`src/hw/cpgc_cfg.svh`:
```
// Constants of the clock generator control block: offsets, fields, resets.
// Assumes inclusion by bare name from the package and cpgc_top.
`ifndef CPGC_CFG_SVH
`define CPGC_CFG_SVH

// Register index; byte address is four times the index
`define CPGC_REG_INDEX 30'h0000fff5
`define CPGC_REG_WIDTH 8

// Field positions of clock_gen_control
`define CPGC_BIT_SUB_OSC_STOP 7
`define CPGC_BIT_RSVD_ZERO 6
`define CPGC_BIT_SPARE_HI 5
`define CPGC_BIT_SPARE_LO 3
`define CPGC_BIT_BOOT_SELECT 2
`define CPGC_BIT_ACTIVE_OSC 1
`define CPGC_BIT_RSVD_LOW 0

// Reset values
`define CPGC_RST_SUB_OSC_STOP 1'h0
`define CPGC_RST_SPARE 3'h0
`define CPGC_RST_RSVD_LOW 1'h0
`define CPGC_RST_BOOT_SELECT 1'h0

// Divider widths
`define CPGC_SYS_DIV_BITS 13
`define CPGC_WATCH_DIV_BITS 7

// AHB transfer type and response
`define CPGC_HTRANS_NONSEQ 2'h2
`define CPGC_HRESP_OKAY 1'h0

`endif

```
`src/hw/cpgc_pkg.sv`:
```
// Types of the clock generator control block.
// Assumes cpgc_cfg.svh on the include path.
`include "cpgc_cfg.svh"

package cpgc_pkg;

    typedef enum logic [0:0] {
        CPGC_CAPTURE = 1'b0,
        CPGC_RUN = 1'b1
    } cpgc_boot_e;

    typedef struct packed {
        logic sub_osc_stop;
        logic [2:0] spare;
        logic rsvd_low;
    } cpgc_ctrl_s;

    typedef struct packed {
        logic boot_select_level_flag;
        logic active_osc_flag;
    } cpgc_status_s;

    typedef struct packed {
        logic valid;
        logic write;
        logic hit;
    } cpgc_dphase_s;

endpackage : cpgc_pkg

```
`src/hw/cpgc_divider.sv`:
```
// Binary ripple-free divider: each bit n toggles at input rate / 2^(n+1).
// Assumes the caller supplies a one-cycle advance strobe on hclk.
`timescale 1ns/1ps

module cpgc_divider #(
    parameter int WIDTH = 13
) (
    input wire logic hclk,
    input wire logic hresetn,
    input wire logic advance,
    output logic [WIDTH-1:0] taps
);

    logic [WIDTH-1:0] count;
    logic [WIDTH-1:0] next_count;

    always_comb
    begin
        next_count = count;
        if (advance)
        begin
            next_count = count + {{(WIDTH-1){1'b0}}, 1'b1};
        end
    end

    always_ff @(posedge hclk or negedge hresetn)
    begin
        if (!hresetn)
        begin
            count <= '0;
        end
        else
        begin
            count <= next_count;
        end
    end

    assign taps = count;

endmodule : cpgc_divider

```
`src/hw/cpgc_top.sv`:
```
// Clock generator control: oscillator selection, dividers, one control register.
// Assumes an AHB-Lite master on hclk and pin levels synchronous to hclk.
//
// Added by the designer: the AHB-Lite slave port.
`timescale 1ns/1ps
`include "cpgc_cfg.svh"

module cpgc_top #(
    parameter int SYS_DIV_BITS = `CPGC_SYS_DIV_BITS,
    parameter int WATCH_DIV_BITS = `CPGC_WATCH_DIV_BITS
) (
    input wire logic hclk,
    input wire logic hresetn,
    input wire logic hsel,
    input wire logic [31:0] haddr,
    input wire logic [1:0] htrans,
    input wire logic hwrite,
    input wire logic [2:0] hsize,
    input wire logic [31:0] hwdata,
    input wire logic hready,
    output logic [31:0] hrdata,
    output logic hreadyout,
    output logic hresp,
    input wire logic osc_select_pin,
    input wire logic ext_osc_in,
    input wire logic onchip_osc_in,
    input wire logic sub_osc_in,
    output logic ext_osc_enable,
    output logic onchip_osc_enable,
    output logic sub_osc_enable,
    output logic osc_clk,
    output logic sys_clk,
    output logic sub_clk,
    output logic watch_clk,
    output logic [SYS_DIV_BITS-1:0] sys_div_taps,
    output logic [WATCH_DIV_BITS-1:0] watch_div_taps
);

    ////////////////////////////////////////////////////////////////////////////
    // Register read image

    function automatic logic [`CPGC_REG_WIDTH-1:0] reg_image(
        input cpgc_pkg::cpgc_ctrl_s c,
        input cpgc_pkg::cpgc_status_s s
    );
        logic [`CPGC_REG_WIDTH-1:0] v;
        v = '0;
        v[`CPGC_BIT_SUB_OSC_STOP] = c.sub_osc_stop;
        v[`CPGC_BIT_RSVD_ZERO] = 1'b0;
        v[`CPGC_BIT_SPARE_HI:`CPGC_BIT_SPARE_LO] = c.spare;
        v[`CPGC_BIT_BOOT_SELECT] = s.boot_select_level_flag;
        v[`CPGC_BIT_ACTIVE_OSC] = s.active_osc_flag;
        v[`CPGC_BIT_RSVD_LOW] = c.rsvd_low;
        return v;
    endfunction : reg_image

    ////////////////////////////////////////////////////////////////////////////
    // Bus slave: address phase capture, zero-wait data phase
    // Read data is built in the address phase: a read right behind a write
    // to the register returns the value from before that write.

    cpgc_pkg::cpgc_dphase_s dphase;
    cpgc_pkg::cpgc_dphase_s next_dphase;
    cpgc_pkg::cpgc_ctrl_s ctrl;
    cpgc_pkg::cpgc_ctrl_s next_ctrl;
    cpgc_pkg::cpgc_status_s status;
    cpgc_pkg::cpgc_status_s next_status;
    cpgc_pkg::cpgc_boot_e boot_state;
    cpgc_pkg::cpgc_boot_e next_boot_state;
    logic [31:0] next_hrdata;
    logic addr_take;
    logic addr_hit;

    always_comb
    begin
        addr_take = hsel && hready && (htrans == `CPGC_HTRANS_NONSEQ);
        addr_hit = (haddr[31:2] == `CPGC_REG_INDEX);
        next_dphase.valid = addr_take;
        next_dphase.write = addr_take && hwrite;
        next_dphase.hit = addr_take && addr_hit;
        next_hrdata = hrdata;
        if (addr_take && !hwrite)
        begin
            // Unmapped reads return zero with OKAY
            next_hrdata = 32'h00000000;
            if (addr_hit)
            begin
                // Next flags, so a read taken in the capture cycle already sees the strap
                next_hrdata[`CPGC_REG_WIDTH-1:0] = reg_image(ctrl, next_status);
            end
        end
    end

    always_ff @(posedge hclk or negedge hresetn)
    begin
        if (!hresetn)
        begin
            dphase <= '0;
            hrdata <= 32'h00000000;
            hreadyout <= 1'b1;
            hresp <= `CPGC_HRESP_OKAY;
        end
        else
        begin
            dphase <= next_dphase;
            hrdata <= next_hrdata;
            hreadyout <= 1'b1;
            hresp <= `CPGC_HRESP_OKAY;
        end
    end

    ////////////////////////////////////////////////////////////////////////////
    // Writable control fields

    always_comb
    begin
        next_ctrl = ctrl;
        if (dphase.valid && dphase.write && dphase.hit)
        begin
            // No guard on mode: a stop in subactive mode is software's fault
            next_ctrl.sub_osc_stop = hwdata[`CPGC_BIT_SUB_OSC_STOP];
            next_ctrl.spare = hwdata[`CPGC_BIT_SPARE_HI:`CPGC_BIT_SPARE_LO];
            // Stored only; it steers nothing
            next_ctrl.rsvd_low = hwdata[`CPGC_BIT_RSVD_LOW];
        end
    end

    always_ff @(posedge hclk or negedge hresetn)
    begin
        if (!hresetn)
        begin
            ctrl.sub_osc_stop <= `CPGC_RST_SUB_OSC_STOP;
            ctrl.spare <= `CPGC_RST_SPARE;
            ctrl.rsvd_low <= `CPGC_RST_RSVD_LOW;
        end
        else
        begin
            ctrl <= next_ctrl;
        end
    end

    ////////////////////////////////////////////////////////////////////////////
    // Oscillator selection caught once at reset release

    logic next_ext_osc_enable;
    logic next_onchip_osc_enable;

    always_comb
    begin
        next_boot_state = boot_state;
        next_status = status;
        next_ext_osc_enable = ext_osc_enable;
        next_onchip_osc_enable = onchip_osc_enable;
        case (boot_state)
            cpgc_pkg::CPGC_CAPTURE:
            begin
                // Pin must be strapped, so one sample is enough
                next_status.boot_select_level_flag = osc_select_pin;
                next_status.active_osc_flag = osc_select_pin;
                next_ext_osc_enable = !osc_select_pin;
                next_onchip_osc_enable = osc_select_pin;
                next_boot_state = cpgc_pkg::CPGC_RUN;
            end
            cpgc_pkg::CPGC_RUN:
            begin
                next_boot_state = cpgc_pkg::CPGC_RUN;
            end
            default:
            begin
                next_boot_state = cpgc_pkg::CPGC_CAPTURE;
            end
        endcase
    end

    always_ff @(posedge hclk or negedge hresetn)
    begin
        if (!hresetn)
        begin
            boot_state <= cpgc_pkg::CPGC_CAPTURE;
            status <= '0;
            // External oscillator is the default until the strap is seen
            ext_osc_enable <= 1'b1;
            onchip_osc_enable <= 1'b0;
        end
        else
        begin
            boot_state <= next_boot_state;
            status <= next_status;
            ext_osc_enable <= next_ext_osc_enable;
            onchip_osc_enable <= next_onchip_osc_enable;
        end
    end

    ////////////////////////////////////////////////////////////////////////////
    // System path: oscillator clock, system clock, prescaler

    logic next_osc_clk;
    logic next_sys_clk;

    always_comb
    begin
        // Only the enabled source is passed; the other stays silent
        next_osc_clk = status.active_osc_flag ? onchip_osc_in : ext_osc_in;
        if (boot_state == cpgc_pkg::CPGC_CAPTURE)
        begin
            next_osc_clk = 1'b0;
        end
        next_sys_clk = osc_clk;
    end

    always_ff @(posedge hclk or negedge hresetn)
    begin
        if (!hresetn)
        begin
            osc_clk <= 1'b0;
            sys_clk <= 1'b0;
        end
        else
        begin
            osc_clk <= next_osc_clk;
            sys_clk <= next_sys_clk;
        end
    end

    // Taps counted on every hclk cycle; bit n is hclk divided by 2^(n+1)
    cpgc_divider #(
        .WIDTH(SYS_DIV_BITS)
    ) u_sys_div (
        .hclk(hclk),
        .hresetn(hresetn),
        .advance(1'b1),
        .taps(sys_div_taps)
    );

    ////////////////////////////////////////////////////////////////////////////
    // Subclock path: gated oscillator, watch clock, watch divider

    logic sub_level;
    logic next_sub_level;
    logic next_sub_osc_enable;
    logic next_watch_clk;
    logic next_sub_clk;
    logic watch_rise;

    always_comb
    begin
        // Stop only gates the level here; a real oscillator restarts slowly
        // and software must allow for that before trusting the subclock.
        next_sub_osc_enable = !ctrl.sub_osc_stop;
        // Stopped oscillator holds low so the watch divider freezes
        next_sub_level = sub_osc_enable ? sub_osc_in : 1'b0;
        watch_rise = next_sub_level && !sub_level;
        next_watch_clk = sub_level;
        next_sub_clk = sub_level;
    end

    always_ff @(posedge hclk or negedge hresetn)
    begin
        if (!hresetn)
        begin
            sub_osc_enable <= 1'b1;
            sub_level <= 1'b0;
            watch_clk <= 1'b0;
            sub_clk <= 1'b0;
        end
        else
        begin
            sub_osc_enable <= next_sub_osc_enable;
            sub_level <= next_sub_level;
            watch_clk <= next_watch_clk;
            sub_clk <= next_sub_clk;
        end
    end

    // Bit n is the watch clock divided by 2^(n+1), up to /128
    cpgc_divider #(
        .WIDTH(WATCH_DIV_BITS)
    ) u_watch_div (
        .hclk(hclk),
        .hresetn(hresetn),
        .advance(watch_rise),
        .taps(watch_div_taps)
    );

    ////////////////////////////////////////////////////////////////////////////
    // Unused bus inputs kept visible for readers: hsize is not checked,
    // every access is treated as a whole word.

endmodule : cpgc_top

```
`config.mk`:
```
export PLATFORM = sky130hd
export DESIGN_NAME = cpgc_top
export DESIGN_NICKNAME = d
export VERILOG_FILES = /design/src/hw/cpgc_pkg.sv /design/src/hw/cpgc_divider.sv /design/src/hw/cpgc_top.sv
export VERILOG_INCLUDE_DIRS = /design/src /design/src/hw
export SDC_FILE = /design/constraint.sdc
export NUM_CORES = 1
export LEC_CHECK = 0
export BUFFER_PORTS_ARGS = -buffer_cell sky130_fd_sc_hd__buf_2
export CAP_MARGIN = 40
export CORE_MARGIN = 2
export CORE_UTILIZATION = 37
export CTS_CLUSTER_DIAMETER = 30
export DETAILED_ROUTE_END_ITERATION = 16
export GPL_TIMING_DRIVEN = 0
export PLACE_DENSITY_LB_ADDON = 0.12
export RECOVER_POWER = 50
export SETUP_SLACK_MARGIN = 0.02
export SLEW_MARGIN = 15
export SYNTH_ARGS = -nofsm -noshare
export SYNTH_HDL_FRONTEND = slang
export SYNTH_SLANG_ARGS = --single-unit
```
`constraint.sdc`:
```
create_clock -name hclk -period 1.3 [get_ports hclk]
set_input_delay 0.065 -clock hclk [delete_from_list [all_inputs] [get_ports hclk]]
set_output_delay 0.065 -clock hclk [all_outputs]
set_load 0.02 [all_outputs]
```
== After elaboration in Yosys (flattened, before gate mapping) ==
Cells that the tools add are included.
W data, S select, Z words.
Word-level totals
  input bits: 78
  bits in registers: 46
  word-level logic and storage cells: 40
Operators by class
  add/sub/neg operators: 2
  reduce and logical (&&, ||, !) cells: 12
  muxes and demuxes: 5
  eq/ne operators: 2
Operators with widths (number)
  $eq A30 B16 Y1 const B: 1
  $add A13 B1 Y13 const B: 1
  $logic_and A1 B1 Y1: 8
  $mux W8: 1
  $add A7 B1 Y7 const B: 1
  $logic_not A1 Y1: 4
  $mux W1: 3
  $eq A2 B2 Y1 const B: 1
  $mux W2: 1

== Depth between registers and ports, before layout ==
  depth in word-level cells: 3
  mapped depth: 5
  gate-level depth less buffers: 5

== Modules after synthesis ==
From an unflattened synthesis, not the netlist that was laid out.
Second synthesis, totals
  cells, all modules: 175
  area, all modules: 2043.2 µm²
By module, submodules not included
  cpgc_top: area an instance 1197.4 µm², instances 1, cells an instance 110
  cpgc_divider at u_sys_div: area an instance 563.0 µm², instances 1, cells an instance 43
  cpgc_divider at u_watch_div: area an instance 282.8 µm², instances 1, cells an instance 22

== Worst setup path after synthesis ==
OpenSTA, ideal clock, no wires.
  path type: reg-to-reg
  start: register sub_osc_enable
  end: register u_watch_div.count[5], in the netlist u_watch_div.taps[5]
  setup slack: -0.223 ns
  arrival: 1.394 ns
  library setup time: 0.129 ns
  cell stages (with the launch flop): 6
  cells stage by stage: dfstp_2 > and3b_1 > clkbuf_1 > and4_1 > nand3_1 > xnor2_1
On the way
  longest elaborated chain between the ends: 2
Ends and longest elaborated chain
  start, declared: line cpgc_top.sv:30  | output logic sub_osc_enable,
  start signal, assigned: line cpgc_top.sv:268  | sub_osc_enable <= next_sub_osc_enable;
  $mux W1: line cpgc_top.sv:251  | next_sub_level = sub_osc_enable ? sub_osc_in : 1'b0;
  $logic_and A1 B1 Y1: line cpgc_top.sv:252  | watch_rise = next_sub_level && !sub_level;
  end signal, assigned: line cpgc_divider.sv:34  | count <= next_count;
  end, declared: line cpgc_divider.sv:14  | logic [WIDTH-1:0] count;
Every way passes these cells.
A chain may end at the register's enable or synchronous reset.

== Final worst setup path ==
Same ends and word-level chain as after synthesis.

==> metrics.log <==
[metrics] fin crit period: 1.30 ns
[metrics] overall power consumption: 3.09 mW
[metrics] flip-flop and latch count after synthesis: 45
[metrics] syn avg cell area: 11.2 sq um
[metrics] total number of vias: 1540
[metrics] insertion delay to the later sink of the worst-skew pair: 0.28 ns
[metrics] setup repair after global routing missed its margin: true
[metrics] PwrDens: 1110 mW/mm^2
[metrics] Worst Setup Path Type: register to register
[metrics] mean number of vias per cell: 4.20
[metrics] synth unique cells: 31
[metrics] Max-Cap Viols: 0
[metrics] category of cells accounting for the largest share of critical-path delay: flip-flops
[metrics] die width: 77.9 um
[metrics] DRC violations left: 0
[metrics] clock-pin slew of the registers on the worst-case setup and hold paths: 0.07 ns
[metrics] slowest cell on the critical path: dfstp_2
[metrics] PortBufs: 79
[metrics] core area: 0.00520 sq mm
[metrics] proportion of synthesized flip-flops having asynchronous set or reset: 1.00
[metrics] final routed wirelength across all metal layers: 3930 um
[metrics] Synth area leaders: dfrtp_1 (53%), buf_4 (10%), xnor2_1 (5.2%)
[metrics] net count of the finished layout: 377
[metrics] per-cell routed wire length: 10.7 um
[metrics] top post-synthesis cells by count: dfrtp_1 (43), buf_4 (28), nand2_1 (25)
[metrics] fraction of met1 tracks used by global routing: 0.148
[metrics] number of DRC markers in iteration 0: 43
[metrics] Row Count: 26
[metrics] synth-to-layout area growth: 37.4%
[metrics] Crit path buffers/inverters: 0
[metrics] GRT Util Overall: 0.130
[metrics] signal arrival time at the worst endpoint: 1.48 ns
[metrics] vias in the first global route: 1476
[metrics] critical path peak fanout: 3
[metrics] final hold violation count: 0
[metrics] number of ports placed on the die boundary: 139
[metrics] Cell Area, Synth: 0.00202 sq mm
[metrics] Gate Count Post-Synth: 180
[metrics] area enclosed by the die boundary: 0.00607 sq mm
[metrics] utilization after layout: 0.534
[metrics] gpl congestion: 0.755
[metrics] most common flop cell mapped by yosys: dfrtp_1
[metrics] Antenna Violating Nets Remaining: 0
[metrics] Post-synth EDFFs: 0
[metrics] post-synth top area cell: dfrtp_1
[metrics] TritonCTS buffer count: 5
[metrics] met3 track demand over resource: 0.0326
[metrics] max incr delay on CP: 0.55 ns
[metrics] die height: 77.9 um
[metrics] remaining global-route overflow: 0
[metrics] Top Usage Layer GRT: met2
[metrics] DP Worst Slack: -0.230 ns
[metrics] peak supply drop: 0.503 mV
[metrics] timing-limited maximum frequency: 0.770 GHz
[metrics] CP required: 1.48 ns
[metrics] kind of end point of the critical path: register
[metrics] final setup vio count: 0
[metrics] portion of the post-synthesis area used by sequential elements: 0.558
[metrics] Ys Warns: 0
[metrics] number of buffers between clock root and the deepest sink: 2
[metrics] clk root buf: clkbuf_8
[metrics] Initial Utilization: 0.388
[metrics] class of the most critical hold timing path: input port to register
[metrics] leakage power of the design: 1.48 nW
[metrics] diodes inserted: 0
[metrics] initial antenna violation count: 0
[metrics] most numerous cell in the Yosys netlist: dfrtp_1
[metrics] area share of the leading cell type in the synthesized netlist: 0.532
[metrics] H-tree depth reported by CTS: 2
[metrics] startpoint class of the critical path: register
[metrics] count of TritonRoute iterations in the first routing pass: 4
[metrics] maximum number of pins on one net before global-route repair: 27
[metrics] count of final max-slew check failures: 0
[metrics] Tcrit/Tclk final: 1.00
[metrics] final-layout worst hold slack: 0.0111 ns
[metrics] clock tree skew after final layout: 0.00294 ns
[metrics] CTS tree: yes
[metrics] placed wire-length estimate after detailed placement: 3250 um
[metrics] met2 Usage GRT: 0.238
[metrics] # clock sinks: 45
[metrics] global-route wire length before repair: 6340 um
[metrics] least setup slack across all paths after layout: 0.000626 ns
[metrics] run status: finished clean
[metrics] share of cells above drive strength 1: 0.468
[metrics] crit-path cells: and3b_2 -> and4_4 -> nand3_2 -> xnor2_1
-- cell type report --
class / count / area, sq um
repair buffers: 85 / 444
plain buffers: 30 / 228
clock buffers: 7 / 86.3
well taps: 70 / 87.6
inverters: 6 / 22.5
flip-flops and latches: 45 / 1130
multi-input cells: 124 / 778
fillers: 498 / 2430
-- power breakdown --
group          switching, mW  total [mW]  internal, mW  leakage, nW
Sequential             0.122        1.63          1.51        0.573
Combinational          0.342       0.623         0.280        0.864
Clock                  0.415       0.837         0.422       0.0443
-- state kept, by name, indices dropped and copies added (netlist names) --
signal             cells
onchip_osc_enable      1
u_watch_div.taps       7
ext_osc_enable         1
u_sys_div.taps        13
sub_osc_enable         1
dphase                 3
ctrl                   5
watch_clk              1
boot_state             1
hrdata                 7
next_sub_clk           1
sys_clk                1
osc_clk                1
status                 2
-- placed cells by master (no fill, tap or decap), drive strengths merged, types with 3 or more instances in the layout --
master,count
o21ai,6
nand4,6
clkbuf,12
nand3,8
xor2,5
nand2,25
nor4,3
xnor2,12
nor2,5
and3,3
conb,28
mux2,6
inv,6
buf,108
dfrtp,43
-- worst register-to-register path: stages (launching register included) --
cell and delay, ns:
dfstp_2 0.55, and3b_2 0.20, and4_4 0.24, nand3_2 0.08, xnor2_1 0.13
-- repair_timing --
item | CTS | global route
pin swaps | 1 | 3
setup endpoints to repair | 3 | 12
gates cloned | 0 | 0
resized for setup | 3 | 5
hold endpoints to repair | 19 | 0
hold buffers | 2 | 0
setup buffers | 2 | 1
-- per-layer routing --
layer / vias to the layer above / wire, um
li1: 770 / -
met1: 690 / 1540
met2: 76 / 2020
met3: 4 / 321
met4: 0 / 50
met5: - / 0
-- worst paths after layout --
path | endpoint | startpoint | slack (ns) | depth (start not counted)
worst max register to register | u_watch_div.taps[5] | sub_osc_enable | 0.0006 | 4
min in group asynchronous | u_watch_div.taps[2] | hresetn | 0.26 | 2
worst min-delay path | ctrl[4] | hwdata[7] | 0.01 | 2
max in group asynchronous | ext_osc_enable | hresetn | 0.24 | 3
worst min register to register | sys_clk | osc_clk | 0.37 | 0
worst max-delay path | u_watch_div.taps[5] | sub_osc_enable | 0.0006 | 4
-- kinds of logic (layout without fill, tap and decap cells) --
logic type / count (synthesis) / after routing / synth area share
fa+ha+maj: 2 / 2 / 0.0124
xor+xnor: 17 / 17 / 0.0736
other cells: 2 / 28 / 0.00371
buf+inv: 37 / 128 / 0.121
flops: 45 / 45 / 0.558
compound gates: 8 / 8 / 0.0235
mux: 7 / 7 / 0.0384
simple gates: 62 / 62 / 0.169
-- metrics by stage --
stage	std cells	cell area [sq um]	setup TNS, ns
2_1_floorplan	206	2150	-0.165
3_3_place_gp	355	2630	-1.37
3_5_place_dp	356	2650	-1.50
4_1_cts	367	2780	-0.208
5_1_grt	367	2780	-0.0748
6_report	367	2780	0
No activity file was read; power rests on OpenSTA's default activity.
